$ cat config.mk
export PLATFORM = sky130hd
export DESIGN_NAME = ldc_line_driver_ctrl
export DESIGN_NICKNAME = d
export VERILOG_FILES = /design/src/verilog/ldc_pkg.sv /design/src/verilog/ldc_glitch_filter.sv /design/src/verilog/ldc_fault_guard.sv /design/src/verilog/ldc_line_driver_ctrl.sv
export VERILOG_INCLUDE_DIRS = /design/src /design/src/verilog
export SDC_FILE = /design/constraint.sdc
export NUM_CORES = 1
export LEC_CHECK = 0
export BUFFER_PORTS_ARGS = -buffer_cell sky130_fd_sc_hd__buf_2
export CAP_MARGIN = 20
export CORE_MARGIN = 4
export CORE_UTILIZATION = 61
export DETAILED_ROUTE_END_ITERATION = 6
export GPL_ROUTABILITY_DRIVEN = 0
export GPL_TIMING_DRIVEN = 0
export HOLD_SLACK_MARGIN = 0.12
export PLACE_DENSITY = 0.81
export REMOVE_ABC_BUFFERS = 1
export SLEW_MARGIN = 30
export SYNTH_ARGS = -nofsm -noshare
export SYNTH_HDL_FRONTEND = slang
export SYNTH_SLANG_ARGS = --single-unit
$ cat constraint.sdc
create_clock -name CLK_I -period 4 [get_ports CLK_I]
set_input_delay 0.2 -clock CLK_I [delete_from_list [all_inputs] [get_ports CLK_I]]
set_output_delay 0.2 -clock CLK_I [all_outputs]
set_load 0.05 [all_outputs]
$ cat src/verilog/ldc_defs.svh
`ifndef LDC_DEFS_SVH
`define LDC_DEFS_SVH

// Register addresses
`define LDC_ADDR_CURR_LIMIT   8'h05
`define LDC_ADDR_DRV_CTRL     8'h06
`define LDC_ADDR_LINE_CFG     8'h07
`define LDC_REG_RESET         8'h00
// current_limit_config fields
`define LDC_LIMIT_LEVEL_HI    7
`define LDC_LIMIT_LEVEL_LO    6
`define LDC_LIMIT_DISABLE     5
`define LDC_BLANK_HI          4
`define LDC_BLANK_LO          3
`define LDC_RETRY_HI          2
`define LDC_RETRY_LO          1
`define LDC_AUTO_RETRY_ON     0
// driver_receiver_control fields
`define LDC_LOW_RAIL_REG_OFF  7
`define LDC_WAKE_DET_DISABLE  6
`define LDC_AUX_RX_DISABLE    5
`define LDC_AUX_GLITCH_FILT   4
`define LDC_RX_OUT_DISABLE    3
`define LDC_LINE_GLITCH_FILT  2
`define LDC_AUX_SOFT_LEVEL    1
`define LDC_LINE_SOFT_LEVEL   0
// line_driver_config fields
`define LDC_SLEW_HI           7
`define LDC_SLEW_LO           6
`define LDC_LINE_PULLDOWN     5
`define LDC_LINE_PULLUP       4
`define LDC_LINE_LOW_SIDE     3
`define LDC_LINE_PUSH_PULL    2
`define LDC_LINE_POLARITY     1
`define LDC_LINE_DRV_ENABLE   0
// Timing
`define LDC_CLK_MHZ           10
`define LDC_BLANK_T0_US       128
`define LDC_BLANK_T1_US       500
`define LDC_BLANK_T2_MS       1
`define LDC_BLANK_T3_MS       5
`define LDC_RETRY_T0_MS       50
`define LDC_RETRY_T1_MS       100
`define LDC_RETRY_T2_MS       200
`define LDC_RETRY_T3_MS       500
`define LDC_GLITCH_US         1
`define LDC_GLITCH_CYC        (`LDC_GLITCH_US * `LDC_CLK_MHZ)
`define LDC_CNT_W             23
`endif

$ cat src/verilog/ldc_pkg.sv
package ldc_pkg;
   // Per-driver fault guard phases
   typedef enum logic [1:0] {
      G_IDLE,
      G_BLANK,
      G_RETRY,
      G_LATCHED
   } ldc_guard_st_t;

   typedef struct packed {
      ldc_guard_st_t st;
      logic [22:0]   cnt;
      logic          off;
   } ldc_guard_state_t;

   typedef struct packed {
      logic [3:0] cnt;
      logic       out;
   } ldc_filt_state_t;

   typedef struct packed {
      logic [7:0] cl_cfg;
      logic [7:0] ctl;
      logic [7:0] lcfg;
      logic [7:0] rdata;
      logic [1:0] lim_lvl;
      logic       lim_on;
      logic       rail_on;
      logic       wake_en;
      logic [1:0] slew;
      logic       pd;
      logic       pu;
      logic       hs_on;
      logic       ls_on;
      logic       aux_act;
      logic       aux_lvl;
      logic       rx;
      logic       rx_oe;
      logic       aux_pin;
      logic       aux_pin_oe;
      logic       line_stat;
      logic       aux_stat;
      logic       line_flt;
      logic       aux_flt;
   } ldc_top_state_t;
endpackage

$ cat src/verilog/ldc_glitch_filter.sv
`include "ldc_defs.svh"
// Passes a level only after it has held steady for GLITCH_CYC cycles
module ldc_glitch_filter (
   input  wire logic CLK_I,
   input  wire logic SRST_I,
   input  wire logic raw_i,
   input  wire logic filt_en_i,
   output logic      out_o
);
   import ldc_pkg::*;
   localparam logic [3:0] GLITCH_CYC = 4'(`LDC_GLITCH_CYC);

   ldc_filt_state_t q_ff;
   ldc_filt_state_t nxt_q;

   // Bypass follows raw at once; filter restarts its count on every bounce
   always_comb begin
      nxt_q = q_ff;
      if (!filt_en_i || raw_i == q_ff.out) begin
         nxt_q.cnt = 4'h0;
         nxt_q.out = raw_i;
      end else if (q_ff.cnt == GLITCH_CYC - 4'h1) begin
         nxt_q.cnt = 4'h0;
         nxt_q.out = raw_i;
      end else begin
         nxt_q.cnt = q_ff.cnt + 4'h1;
      end
   end

   always_ff @(posedge CLK_I) begin
      if (SRST_I) q_ff <= '0;
      else        q_ff <= nxt_q;
   end

   assign out_o = q_ff.out;
endmodule // ldc_glitch_filter

$ cat src/verilog/ldc_fault_guard.sv
// Overcurrent blanking, timed retry and latched shutdown for one driver
module ldc_fault_guard (
   input  wire logic        CLK_I,
   input  wire logic        SRST_I,
   input  wire logic        overcur_i,
   input  wire logic        arm_i,
   input  wire logic [22:0] blank_cyc_i,
   input  wire logic [22:0] retry_cyc_i,
   input  wire logic        auto_retry_i,
   input  wire logic        clear_i,
   output logic            off_o
);
   import ldc_pkg::*;

   ldc_guard_state_t q_ff;
   ldc_guard_state_t nxt_q;

   // A fault counts only once overcurrent outlasts the blanking time
   always_comb begin
      nxt_q = q_ff;
      case (q_ff.st)
         G_IDLE: begin
            nxt_q.cnt = '0;
            nxt_q.off = 1'b0;
            if (overcur_i && arm_i) nxt_q.st = G_BLANK;
         end
         G_BLANK: begin
            if (!overcur_i || !arm_i) begin
               nxt_q.st = G_IDLE;
            end else if (q_ff.cnt >= blank_cyc_i - 23'h1) begin
               nxt_q.cnt = '0;
               nxt_q.off = 1'b1;
               nxt_q.st  = auto_retry_i ? G_RETRY : G_LATCHED;
            end else begin
               nxt_q.cnt = q_ff.cnt + 23'h1;
            end
         end
         G_RETRY: begin
            if (q_ff.cnt >= retry_cyc_i - 23'h1) begin
               nxt_q.st = G_IDLE;
            end else begin
               nxt_q.cnt = q_ff.cnt + 23'h1;
            end
         end
         G_LATCHED: begin
            if (clear_i) nxt_q.st = G_IDLE;
         end
         default: nxt_q.st = G_IDLE;
      endcase
   end

   always_ff @(posedge CLK_I) begin
      if (SRST_I) q_ff <= '{st: G_IDLE, cnt: '0, off: 1'b0};
      else        q_ff <= nxt_q;
   end

   assign off_o = q_ff.off;
endmodule // ldc_fault_guard

$ cat src/verilog/ldc_line_driver_ctrl.sv
`include "ldc_defs.svh"
// Register bank and pin logic for the line driver and auxiliary driver
module ldc_line_driver_ctrl #(
   parameter int unsigned BLANK_500US_CYC = `LDC_BLANK_T1_US * `LDC_CLK_MHZ,
   parameter int unsigned BLANK_1MS_CYC   = `LDC_BLANK_T2_MS * 1000 * `LDC_CLK_MHZ,
   parameter int unsigned BLANK_5MS_CYC   = `LDC_BLANK_T3_MS * 1000 * `LDC_CLK_MHZ,
   parameter int unsigned RETRY_50MS_CYC  = `LDC_RETRY_T0_MS * 1000 * `LDC_CLK_MHZ,
   parameter int unsigned RETRY_100MS_CYC = `LDC_RETRY_T1_MS * 1000 * `LDC_CLK_MHZ,
   parameter int unsigned RETRY_200MS_CYC = `LDC_RETRY_T2_MS * 1000 * `LDC_CLK_MHZ,
   parameter int unsigned RETRY_500MS_CYC = `LDC_RETRY_T3_MS * 1000 * `LDC_CLK_MHZ
) (
   input  wire logic       CLK_I,
   input  wire logic       SRST_I,
   // Register port
   input  wire logic [7:0] REG_ADDR_I,
   input  wire logic [7:0] REG_WDATA_I,
   input  wire logic       REG_WR_I,
   input  wire logic       REG_RD_I,
   output logic      [7:0] REG_RDATA_O,
   // Line and aux inputs
   input  wire logic       TX_I,
   input  wire logic       TXEN_I,
   input  wire logic       LINE_SENSE_I,
   input  wire logic       AUX_SENSE_I,
   input  wire logic       LINE_OVERCUR_I,
   input  wire logic       AUX_OVERCUR_I,
   input  wire logic       AUX_DRV_EN_I,
   input  wire logic       REGISTER_CORRUPTION_FLAG_I,
   // Shared limit and supply controls
   output logic      [1:0] LIMIT_LEVEL_O,
   output logic            LIMIT_ACTIVE_O,
   output logic            LOW_RAIL_REG_ON_O,
   output logic            WAKE_DETECT_EN_O,
   // Line driver
   output logic      [1:0] LINE_SLEW_SELECT_O,
   output logic            LINE_WEAK_PULLDOWN_O,
   output logic            LINE_WEAK_PULLUP_O,
   output logic            LINE_HIGH_SIDE_ON_O,
   output logic            LINE_LOW_SIDE_ON_O,
   output logic            LINE_FAULT_O,
   // Aux driver
   output logic            AUX_DRV_ACTIVE_O,
   output logic            AUX_DRV_LEVEL_O,
   output logic            AUX_FAULT_O,
   // Logic side outputs and level status
   output logic            RX_O,
   output logic            RX_OE_O,
   output logic            AUX_LOGIC_PIN_O,
   output logic            AUX_LOGIC_PIN_OE_O,
   output logic            LINE_LEVEL_STATUS_O,
   output logic            AUX_LEVEL_STATUS_O
);
   import ldc_pkg::*;

   localparam int unsigned BLANK_128US_CYC = `LDC_BLANK_T0_US * `LDC_CLK_MHZ;

   ldc_top_state_t q_ff;
   ldc_top_state_t nxt_q;

   logic [22:0] blank_cyc;
   logic [22:0] retry_cyc;
   logic        line_off;
   logic        aux_off;
   logic        line_filt;
   logic        aux_filt;
   logic        limit_wr;
   logic        corrupt;

   assign corrupt  = REGISTER_CORRUPTION_FLAG_I;
   // Writing the limit register is the host's way to release a latched driver
   assign limit_wr = REG_WR_I && (REG_ADDR_I == `LDC_ADDR_CURR_LIMIT);

   // Blanking interval lookup
   always_comb begin
      case (q_ff.cl_cfg[`LDC_BLANK_HI:`LDC_BLANK_LO])
         2'h0:    blank_cyc = 23'(BLANK_128US_CYC);
         2'h1:    blank_cyc = 23'(BLANK_500US_CYC);
         2'h2:    blank_cyc = 23'(BLANK_1MS_CYC);
         default: blank_cyc = 23'(BLANK_5MS_CYC);
      endcase
   end

   // Retry off-time lookup
   always_comb begin
      case (q_ff.cl_cfg[`LDC_RETRY_HI:`LDC_RETRY_LO])
         2'h0:    retry_cyc = 23'(RETRY_50MS_CYC);
         2'h1:    retry_cyc = 23'(RETRY_100MS_CYC);
         2'h2:    retry_cyc = 23'(RETRY_200MS_CYC);
         default: retry_cyc = 23'(RETRY_500MS_CYC);
      endcase
   end

   // Fault guard for the line driver; armed only while it actually drives
   ldc_fault_guard u_line_guard (
      .CLK_I        (CLK_I),
      .SRST_I       (SRST_I),
      .overcur_i    (LINE_OVERCUR_I),
      .arm_i        (q_ff.hs_on | q_ff.ls_on),
      .blank_cyc_i  (blank_cyc),
      .retry_cyc_i  (retry_cyc),
      .auto_retry_i (q_ff.cl_cfg[`LDC_AUTO_RETRY_ON]),
      .clear_i      (limit_wr),
      .off_o        (line_off)
   );

   // Fault guard for the aux driver
   ldc_fault_guard u_aux_guard (
      .CLK_I        (CLK_I),
      .SRST_I       (SRST_I),
      .overcur_i    (AUX_OVERCUR_I),
      .arm_i        (q_ff.aux_act),
      .blank_cyc_i  (blank_cyc),
      .retry_cyc_i  (retry_cyc),
      .auto_retry_i (q_ff.cl_cfg[`LDC_AUTO_RETRY_ON]),
      .clear_i      (limit_wr),
      .off_o        (aux_off)
   );

   // Line receiver glitch filter
   ldc_glitch_filter u_line_filt (
      .CLK_I     (CLK_I),
      .SRST_I    (SRST_I),
      .raw_i     (LINE_SENSE_I),
      .filt_en_i (q_ff.ctl[`LDC_LINE_GLITCH_FILT]),
      .out_o     (line_filt)
   );

   // Aux receiver glitch filter
   ldc_glitch_filter u_aux_filt (
      .CLK_I     (CLK_I),
      .SRST_I    (SRST_I),
      .raw_i     (AUX_SENSE_I),
      .filt_en_i (q_ff.ctl[`LDC_AUX_GLITCH_FILT]),
      .out_o     (aux_filt)
   );

   // Next state: register writes, readback and every pin output
   always_comb begin
      logic line_data;
      logic pin_lvl;
      logic line_act;
      line_data = 1'b0;
      pin_lvl   = 1'b0;
      line_act  = 1'b0;
      nxt_q     = q_ff;

      // Register writes; unmapped addresses are ignored
      if (REG_WR_I) begin
         if (REG_ADDR_I == `LDC_ADDR_CURR_LIMIT) begin
            nxt_q.cl_cfg = REG_WDATA_I;
         end else if (REG_ADDR_I == `LDC_ADDR_DRV_CTRL) begin
            nxt_q.ctl = REG_WDATA_I;
         end else if (REG_ADDR_I == `LDC_ADDR_LINE_CFG) begin
            nxt_q.lcfg = REG_WDATA_I;
         end
      end

      // Readback; the word holds until the next read strobe
      if (REG_RD_I) begin
         if (REG_ADDR_I == `LDC_ADDR_CURR_LIMIT) begin
            nxt_q.rdata = q_ff.cl_cfg;
         end else if (REG_ADDR_I == `LDC_ADDR_DRV_CTRL) begin
            nxt_q.rdata = q_ff.ctl;
         end else if (REG_ADDR_I == `LDC_ADDR_LINE_CFG) begin
            nxt_q.rdata = q_ff.lcfg;
         end else begin
            nxt_q.rdata = 8'h00;
         end
      end

      // Shared current limit level and enable
      nxt_q.lim_lvl = q_ff.cl_cfg[`LDC_LIMIT_LEVEL_HI:`LDC_LIMIT_LEVEL_LO];
      nxt_q.lim_on  = ~q_ff.cl_cfg[`LDC_LIMIT_DISABLE];

      // Corruption forces the low rail on so the host keeps its supply
      nxt_q.rail_on = ~q_ff.ctl[`LDC_LOW_RAIL_REG_OFF] | corrupt;
      nxt_q.wake_en = ~q_ff.ctl[`LDC_WAKE_DET_DISABLE];

      // Static line driver shaping
      nxt_q.slew = q_ff.lcfg[`LDC_SLEW_HI:`LDC_SLEW_LO];
      nxt_q.pd   = q_ff.lcfg[`LDC_LINE_PULLDOWN];
      nxt_q.pu   = q_ff.lcfg[`LDC_LINE_PULLUP];

      // Line driver: transmit or soft level, then polarity, then output stage
      line_data = TX_I | q_ff.ctl[`LDC_LINE_SOFT_LEVEL];
      pin_lvl   = q_ff.lcfg[`LDC_LINE_POLARITY] ? line_data : ~line_data;
      line_act  = q_ff.lcfg[`LDC_LINE_DRV_ENABLE] & TXEN_I
                  & ~line_off & ~corrupt;
      if (!line_act) begin
         nxt_q.hs_on = 1'b0;
         nxt_q.ls_on = 1'b0;
      end else if (q_ff.lcfg[`LDC_LINE_PUSH_PULL]) begin
         nxt_q.hs_on = pin_lvl;
         nxt_q.ls_on = ~pin_lvl;
      end else if (q_ff.lcfg[`LDC_LINE_LOW_SIDE]) begin
         nxt_q.hs_on = 1'b0;
         nxt_q.ls_on = ~pin_lvl;
      end else begin
         nxt_q.hs_on = pin_lvl;
         nxt_q.ls_on = 1'b0;
      end
      nxt_q.line_flt = line_off;

      // Aux driver follows its soft level bit
      nxt_q.aux_act = AUX_DRV_EN_I & ~aux_off & ~corrupt;
      nxt_q.aux_lvl = q_ff.ctl[`LDC_AUX_SOFT_LEVEL];
      nxt_q.aux_flt = aux_off;

      // Receive path; status reads one when the filtered line is low and the receive output disable bit is clear, even under corruption
      nxt_q.rx    = q_ff.lcfg[`LDC_LINE_POLARITY] ? line_filt : ~line_filt;
      nxt_q.rx_oe = ~q_ff.ctl[`LDC_RX_OUT_DISABLE] & ~corrupt;
      nxt_q.line_stat = ~line_filt & ~q_ff.ctl[`LDC_RX_OUT_DISABLE];

      // Aux logic pin is an output only while the aux driver is idle
      if (q_ff.ctl[`LDC_AUX_RX_DISABLE]) begin
         nxt_q.aux_pin  = 1'b0;
         nxt_q.aux_stat = 1'b0;
      end else begin
         nxt_q.aux_pin  = aux_filt;
         nxt_q.aux_stat = ~aux_filt;
      end
      nxt_q.aux_pin_oe = ~AUX_DRV_EN_I & ~corrupt;
   end

   // Single state register; everything resets to zero
   always_ff @(posedge CLK_I) begin
      if (SRST_I) begin
         q_ff <= '0;
      end else begin
         q_ff <= nxt_q;
      end
   end

   // Outputs straight from the state register
   assign REG_RDATA_O          = q_ff.rdata;
   assign LIMIT_LEVEL_O        = q_ff.lim_lvl;
   assign LIMIT_ACTIVE_O       = q_ff.lim_on;
   assign LOW_RAIL_REG_ON_O    = q_ff.rail_on;
   assign WAKE_DETECT_EN_O     = q_ff.wake_en;
   assign LINE_SLEW_SELECT_O   = q_ff.slew;
   assign LINE_WEAK_PULLDOWN_O = q_ff.pd;
   assign LINE_WEAK_PULLUP_O   = q_ff.pu;
   assign LINE_HIGH_SIDE_ON_O  = q_ff.hs_on;
   assign LINE_LOW_SIDE_ON_O   = q_ff.ls_on;
   assign LINE_FAULT_O         = q_ff.line_flt;
   assign AUX_DRV_ACTIVE_O     = q_ff.aux_act;
   assign AUX_DRV_LEVEL_O      = q_ff.aux_lvl;
   assign AUX_FAULT_O          = q_ff.aux_flt;
   assign RX_O                 = q_ff.rx;
   assign RX_OE_O              = q_ff.rx_oe;
   assign AUX_LOGIC_PIN_O      = q_ff.aux_pin;
   assign AUX_LOGIC_PIN_OE_O   = q_ff.aux_pin_oe;
   assign LINE_LEVEL_STATUS_O  = q_ff.line_stat;
   assign AUX_LEVEL_STATUS_O   = q_ff.aux_stat;
endmodule // ldc_line_driver_ctrl

==> flow_metrics.env, run 1 <==
export IMPL_core_area_um2=11400
export IMPL_chipHeight_um=116
export IMPL_leading_register_cell_type_out_of_synthesis="sky130_fd_sc_hd__dfxtp_1"
export IMPL_tritoncts="done"
export IMPL_first_global_vias=6552
export IMPL_finalWorstPathRequiredPeriod_ps=3760
export IMPL_synth_ff_latch_count=115
export IMPL_critPathMaxFanout=12
export IMPL_rsz0062_at_grt="no"
export IMPL_drt_pass1_iter_count=6
export IMPL_cp_end_kind="flop"
export IMPL_postCtsSetupBuffers=0
export IMPL_synth_edf_count=0
export IMPL_postSynth_asyncResetShare_pct=0
export IMPL_grt_remaining_overflow=0
export IMPL_numCtsBuffers=17
export IMPL_startpoint_type="flop"
export IMPL_holdCritPathClass="input pin to flop"
export IMPL_worstSkewPairLatency_ps=420
export IMPL_mean_number_of_vias_per_cell=6.59
export IMPL_seq_area_frac_synth_pct=32.4
export IMPL_timing_critical_path_buf_inv=1
export IMPL_fmax_ghz=0.266
export IMPL_drc=0
export IMPL_cp_required_ps=4350
export IMPL_grt_first_pass_wirelength_um=31400
export IMPL_num_nets_final=1013
export IMPL_power_leakage_nw=3.22
export IMPL_drv_slew=0
export IMPL_clk_transition_reported_paths_ps=60
export IMPL_yosys_warnings=0
export IMPL_grt_antenna_before_repair=0
export IMPL_synthesis_area_per_instance_um2=8.29
export IMPL_report_final_hold_viol_count=0
export IMPL_layoutNonFillerInstCount=1058
export IMPL_dieArea_um2=13400
export IMPL_drt_iter0_markers=754
export IMPL_start_util_pct=62.2
export IMPL_ctsRootBufferMaster="sky130_fd_sc_hd__clkbuf_16"
export IMPL_relSlewSlack_pct=44.7
export IMPL_cap_violations=0
export IMPL_post_synth_inst_count=857
export IMPL_netlist_cell_type_count=68
export IMPL_path_cells="inv_1 > ha_1 > o21ai_0 > ha_1 > o21ai_0 > nor2_1 > nor4b_1 > a21oi_2 > or2_2 > or4_1 > a21oi_1"
export IMPL_buffer_ports_inserted=56
export IMPL_p_per_area_nw_per_um2=368
export IMPL_drt_wl_cell_um=18.4
export IMPL_dpl_cell_count=1011
export IMPL_totalPowerFinal_mw=3.03
export IMPL_max_slew_worst_pin_slew_ps=820
export IMPL_cp_slowest_stage_delay_ps=520
export IMPL_detailed_place_hpwl_um=13000
export IMPL_rows=39
export IMPL_routed_wirelength_um=19500
export IMPL_die_w_um=116
export IMPL_cts_sinks=115
export IMPL_syn_to_final_growth_pct=15.8
export IMPL_via_count=6974
export IMPL_ios=57
export IMPL_critPathArrivalTime_ps=4110
export IMPL_drive_above_1_share_pct=12.7
export IMPL_cell_area_synth_um2=7100
export IMPL_timing_critical_path_slowest_stage_cell="sky130_fd_sc_hd__dfxtp_1"
export IMPL_cpLargestDelayFamily="simple AND/OR/NAND/NOR gates"
export IMPL_timing_clock_skew_ps=9.86
export IMPL_pin_count_of_the_biggest_net_entering_global_routing=78
export IMPL_clock_buffer_depth=2
export IMPL_antennaDiodeCount=0
export IMPL_timing_final_crit_share_pct=94.0
export IMPL_max_vdd_ir_drop_mv=0.484
export IMPL_h_tree_depth=4
export IMPL_track_usage_pct=28.9
export IMPL_worst_setup_path_type="flop to flop"
export IMPL_report_final_setup_viol=0
export IMPL_ant_nets=0
export IMPL_result_of_the_run="completed"
kinds of logic (layout without fill, tap and decap cells):
logic type	after synthesis	count (layout)	share of synthesized area, %
buffers and inverters	102	157	6.11
DFF	115	115	32.4
xor gates and xnor gates	10	10	1.23
adders and majority gates	83	83	14.6
other	2	4	0.106
muxes	13	13	1.83
AOI/OAI and AO/OA	199	200	18.7
and+or+nand+nor	333	333	25.0
cells in the mapped netlist (all sizes together), types with 5 or more instances:
cell type | instances | share of area, %
nand3 | 52 | 3.7
and4 | 9 | 1.1
nand2 | 71 | 3.9
and3 | 11 | 0.97
a31oi | 9 | 0.79
or2 | 5 | 0.44
inv | 51 | 2.7
mux2i | 13 | 1.8
nor4 | 10 | 0.97
buf | 17 | 1.6
nand4b | 7 | 0.86
o21ai | 30 | 2.1
ha | 83 | 15
a211oi | 6 | 0.63
or4 | 7 | 0.74
o32ai | 23 | 2.8
nand2b | 5 | 0.44
nor2 | 55 | 2.9
dfxtp | 115 | 32
or3 | 21 | 1.9
a21oi | 76 | 5.4
and2 | 5 | 0.44
nand4 | 15 | 1.3
a211o | 8 | 0.99
nor2b | 12 | 1.1
nor4b | 6 | 0.95
clkbuf | 33 | 1.7
xnor2 | 6 | 0.74
a221oi | 8 | 0.99
nor3 | 35 | 2.6
cell type report:
cell class | count | area (um^2)
clock buffer | 18 | 439
clock inverter | 14 | 199
fill | 823 | 3200
inverter | 52 | 195
multi-input combinational | 643 | 4440
sequential | 115 | 2300
tap | 143 | 179
timing repair buffer | 73 | 468
worst paths after layout:
path,startpoint,end,slack (ps),cells after the start
max,q_ff[49],u_aux_guard.q_ff[7],240,11
min,SRST_I,WAKE_DETECT_EN_O,130,2
max reg2reg,q_ff[49],u_aux_guard.q_ff[7],240,11
min reg2reg,q_ff[43],WAKE_DETECT_EN_O,450,1
metal layers:
metal	track usage [%]	vias to the layer above	routed length [um]
li1	-	3254	-
met1	36.8	3283	7860
met2	47.8	360	9570
met3	5.90	77	1450
met4	11.5	0	586
met5	0	-	0
power breakdown:
group / internal [mW] / switching [mW] / leakage, nW
clock network: 1.07 / 0.585 / 0.312
registers: 1.16 / 0.00718 / 0.931
logic: 0.0635 / 0.149 / 1.98
registers in the layout, summed over array words and instances, names as in the netlist, 2 cells and up:
| name | cells |
|---|---|
| u_aux_guard.q_ff | 25 |
| u_line_guard.q_ff | 25 |
| q_ff | 17 |
| REG_RDATA_O | 8 |
| nxt_q | 7 |
| u_aux_filt.q_ff | 4 |
| u_line_filt.q_ff | 4 |
| LIMIT_LEVEL_O | 2 |
| LINE_SLEW_SELECT_O | 2 |
layout by cell type, fill, tap and decap left out, types with 5 or more instances in the layout:
cell                              n
sky130_fd_sc_hd__mux2i_1         13
sky130_fd_sc_hd__ha_1            83
sky130_fd_sc_hd__or3_1           21
sky130_fd_sc_hd__nor4_1           8
sky130_fd_sc_hd__or4_1            7
sky130_fd_sc_hd__or2_2            5
sky130_fd_sc_hd__dlygate4sd3_1   13
sky130_fd_sc_hd__nand3_1         51
sky130_fd_sc_hd__nor2b_1         12
sky130_fd_sc_hd__nand4_1         15
sky130_fd_sc_hd__buf_2           56
sky130_fd_sc_hd__nand2_1         70
sky130_fd_sc_hd__xnor2_1          6
sky130_fd_sc_hd__a221oi_1         8
sky130_fd_sc_hd__nor3_1          33
sky130_fd_sc_hd__a21oi_1         75
sky130_fd_sc_hd__a211oi_1         6
sky130_fd_sc_hd__dfxtp_1        115
sky130_fd_sc_hd__o32ai_1         23
sky130_fd_sc_hd__clkbuf_16       17
sky130_fd_sc_hd__inv_1           51
sky130_fd_sc_hd__a31oi_1          9
sky130_fd_sc_hd__a211o_1          8
sky130_fd_sc_hd__nor2_1          53
sky130_fd_sc_hd__and4_1           9
sky130_fd_sc_hd__and3_1          11
sky130_fd_sc_hd__nand4b_1         7
sky130_fd_sc_hd__o21ai_0         29
per-stage QoR:
stage               setup TNS [ps]  setup WS, ps  hold WS, ps  util (%)  cell area (um^2)
floorplan                        0           317          267         -              6870
global placement            -20140         -1090          397      64.2              7330
detailed placement            -265          -180          392      64.9              7410
CTS                              0          51.5          126      71.6              8180
global route                     0          2.48          165      72.0              8220
finish                           0           242          129      72.0              8220
what timing repair did:
item / 4_1_cts / 5_1_grt
hold buffers: 13 / 0
endpoints found under the hold margin: 29 / 0
cloned: 0 / 1
endpoints found under the setup margin: 21 / 23
resized for setup: 1 / 2
pin swaps: 0 / 1
Power figures use the tool's default switching activity.
==> inputs of run 2 (changes only) <==
- CORE_UTILIZATION: 61 -> 25
- PLACE_DENSITY: 0.81 -> not set
==> flow_metrics.env, run 2 (synthesis results as in run 1) <==
export IMPL_p_per_area_nw_per_um2=348
export IMPL_final_core_util_pct=30.5
export IMPL_layout_cells_most_common_list="sky130_fd_sc_hd__dfxtp_1, sky130_fd_sc_hd__ha_1, sky130_fd_sc_hd__a21oi_1"
export IMPL_grt_antenna_before_repair=1
export IMPL_timing_hold_ws_ps=129
export IMPL_grt_first_pass_wirelength_um=29700
export IMPL_worst_setup_path_startpoint="q_ff[46]"
export IMPL_dieArea_um2=31200
export IMPL_rows=61
export IMPL_clk_transition_reported_paths_ps=60
export IMPL_core_area_um2=27900
export IMPL_rr_startpoint="q_ff[46]"
export IMPL_drive_above_1_share_pct=12.9
export IMPL_cp_required_ps=4330
export IMPL_numCtsBuffers=17
export IMPL_drc=0
export IMPL_report_final_setup_viol=0
export IMPL_holdCritPathClass="input pin to flop"
export IMPL_clock_buffer_depth=2
export IMPL_report_final_hold_viol_count=0
export IMPL_max_slew_worst_pin_slew_ps=1010
export IMPL_cts_sinks=115
export IMPL_regs_by_ff_count="u_aux_guard.q_ff x25, u_line_guard.q_ff x25, q_ff x17"
export IMPL_cp_end_kind="flop"
export IMPL_tritoncts="done"
export IMPL_worst_setup_path_type="flop to flop"
export IMPL_critPathMostFrequentCell="sky130_fd_sc_hd__ha_1"
export IMPL_cp_slowest_stage_delay_ps=540
export IMPL_num_nets_final=1018
export IMPL_timing_critical_path_slowest_stage_cell="sky130_fd_sc_hd__nand2b_2"
export IMPL_drt_iter0_markers=515
export IMPL_h_tree_depth=4
export IMPL_drt_wl_cell_um=14.4
export IMPL_routed_wirelength_um=18700
export IMPL_drt_pass1_iter_count=5
export IMPL_die_w_um=177
export IMPL_chipHeight_um=177
export IMPL_max_vdd_ir_drop_mv=0.229
export IMPL_detailed_place_hpwl_um=13300
export IMPL_dpl_cell_area_um2=7710
export IMPL_relSlewSlack_pct=32.1
export IMPL_ant_nets=0
export IMPL_worstSkewPairLatency_ps=430
export IMPL_cap_violations=0
export IMPL_drv_slew=0
export IMPL_finish_instance_area_um2=8520
export IMPL_timing_hold_worst_start="SRST_I"
export IMPL_buffer_ports_inserted=56
export IMPL_layout_filler_cells=2981
export IMPL_syn_to_final_growth_pct=19.9
export IMPL_ios=57
export IMPL_totalPowerFinal_mw=2.96
export IMPL_cpLargestDelayFamily="compound AO/OA/AOI/OAI gates"
export IMPL_critPathMaxFanout=25
export IMPL_ctsRootBufferMaster="sky130_fd_sc_hd__clkbuf_16"
export IMPL_critPathArrivalTime_ps=4120
export IMPL_track_usage_pct=11.6
export IMPL_result_of_the_run="completed"
export IMPL_mean_number_of_vias_per_cell=5.09
export IMPL_finalSetupTns_ps=0
export IMPL_layout_commonest_cell="sky130_fd_sc_hd__dfxtp_1"
export IMPL_startpoint_type="flop"
export IMPL_via_count=6601
export IMPL_timing_clock_skew_ps=16.3
export IMPL_power_leakage_nw=3.23
export IMPL_pin_count_of_the_biggest_net_entering_global_routing=80
export IMPL_first_global_vias=5870
export IMPL_timing_final_crit_share_pct=94.7
export IMPL_finalWorstPathRequiredPeriod_ps=3790
export IMPL_rsz0062_at_grt="no"
export IMPL_start_util_pct=25.4
export IMPL_grt_remaining_overflow=0
export IMPL_path_cells="inv_1 > ha_1 > ha_1 > a21o_1 > a221o_1 > a22oi_1 > and4_1 > o221ai_4 > nand2b_2 > o32ai_1"
export IMPL_timing_critical_path_buf_inv=1
export IMPL_fmax_ghz=0.264
export IMPL_antennaDiodeCount=0
## run 2: metrics by stage
step	setup slack [ps]	instances
after global placement	-1340	1243
after floorplan	317	809
after detailed placement	-168	1247
after global routing	6.52	1298
after CTS	68.9	1292
final	210	1298
## run 2: path summary, 6_finish.rpt
check                                        endpoint  slack (ps)  depth (start not counted)
worst min-delay path            LINE_SLEW_SELECT_O[1]         130                          2
worst min register to register         LIMIT_ACTIVE_O         450                          1
worst max register to register  u_line_guard.q_ff[14]         210                         10
worst max-delay path            u_line_guard.q_ff[14]         210                         10
## run 2: layout make-up
type	instances	area, um^2	share of cell area, %
inverter	52	195	2.29
clock buffer	18	439	5.16
tap	378	473	5.55
clock inverter	14	178	2.09
sequential	115	2300	27.0
timing repair buffer	78	505	5.94
multi-input combinational	643	4420	51.9
## run 2: what timing repair did
item / CTS / global route
hold buffers: 13 / 0
pin swaps: 0 / 1
resized for setup: 1 / 0
setup buffers: 0 / 5
setup endpoints to repair: 21 / 21
endpoints found under the hold margin: 30 / 0
cloned: 0 / 1
## run 2: metal layers
metal / GRT usage, % / wire, um / vias to the layer above
met2: 18.4 / 8920 / 188
met5: 0 / 13 / -
met1: 15.6 / 8500 / 3113
li1: - / - / 3261
met3: 2.06 / 921 / 37
met4: 4.32 / 368 / 2
## run 2: power breakdown
group	switching [mW]	internal, mW
Combinational	0.147	0.0630
Sequential	0.00728	1.16
Clock	0.585	1.00
Total	0.739	2.22
## run 2: worst reg2reg max path, cell delays in order (launching register included)
cell and delay [ps]:
sky130_fd_sc_hd__dfxtp_1 500, sky130_fd_sc_hd__inv_1 250, sky130_fd_sc_hd__ha_1 410, sky130_fd_sc_hd__ha_1 330, sky130_fd_sc_hd__a21o_1 190, sky130_fd_sc_hd__a221o_1 310, sky130_fd_sc_hd__a22oi_1 190, sky130_fd_sc_hd__and4_1 300
sky130_fd_sc_hd__o221ai_4 320, sky130_fd_sc_hd__nand2b_2 540, sky130_fd_sc_hd__o32ai_1 360
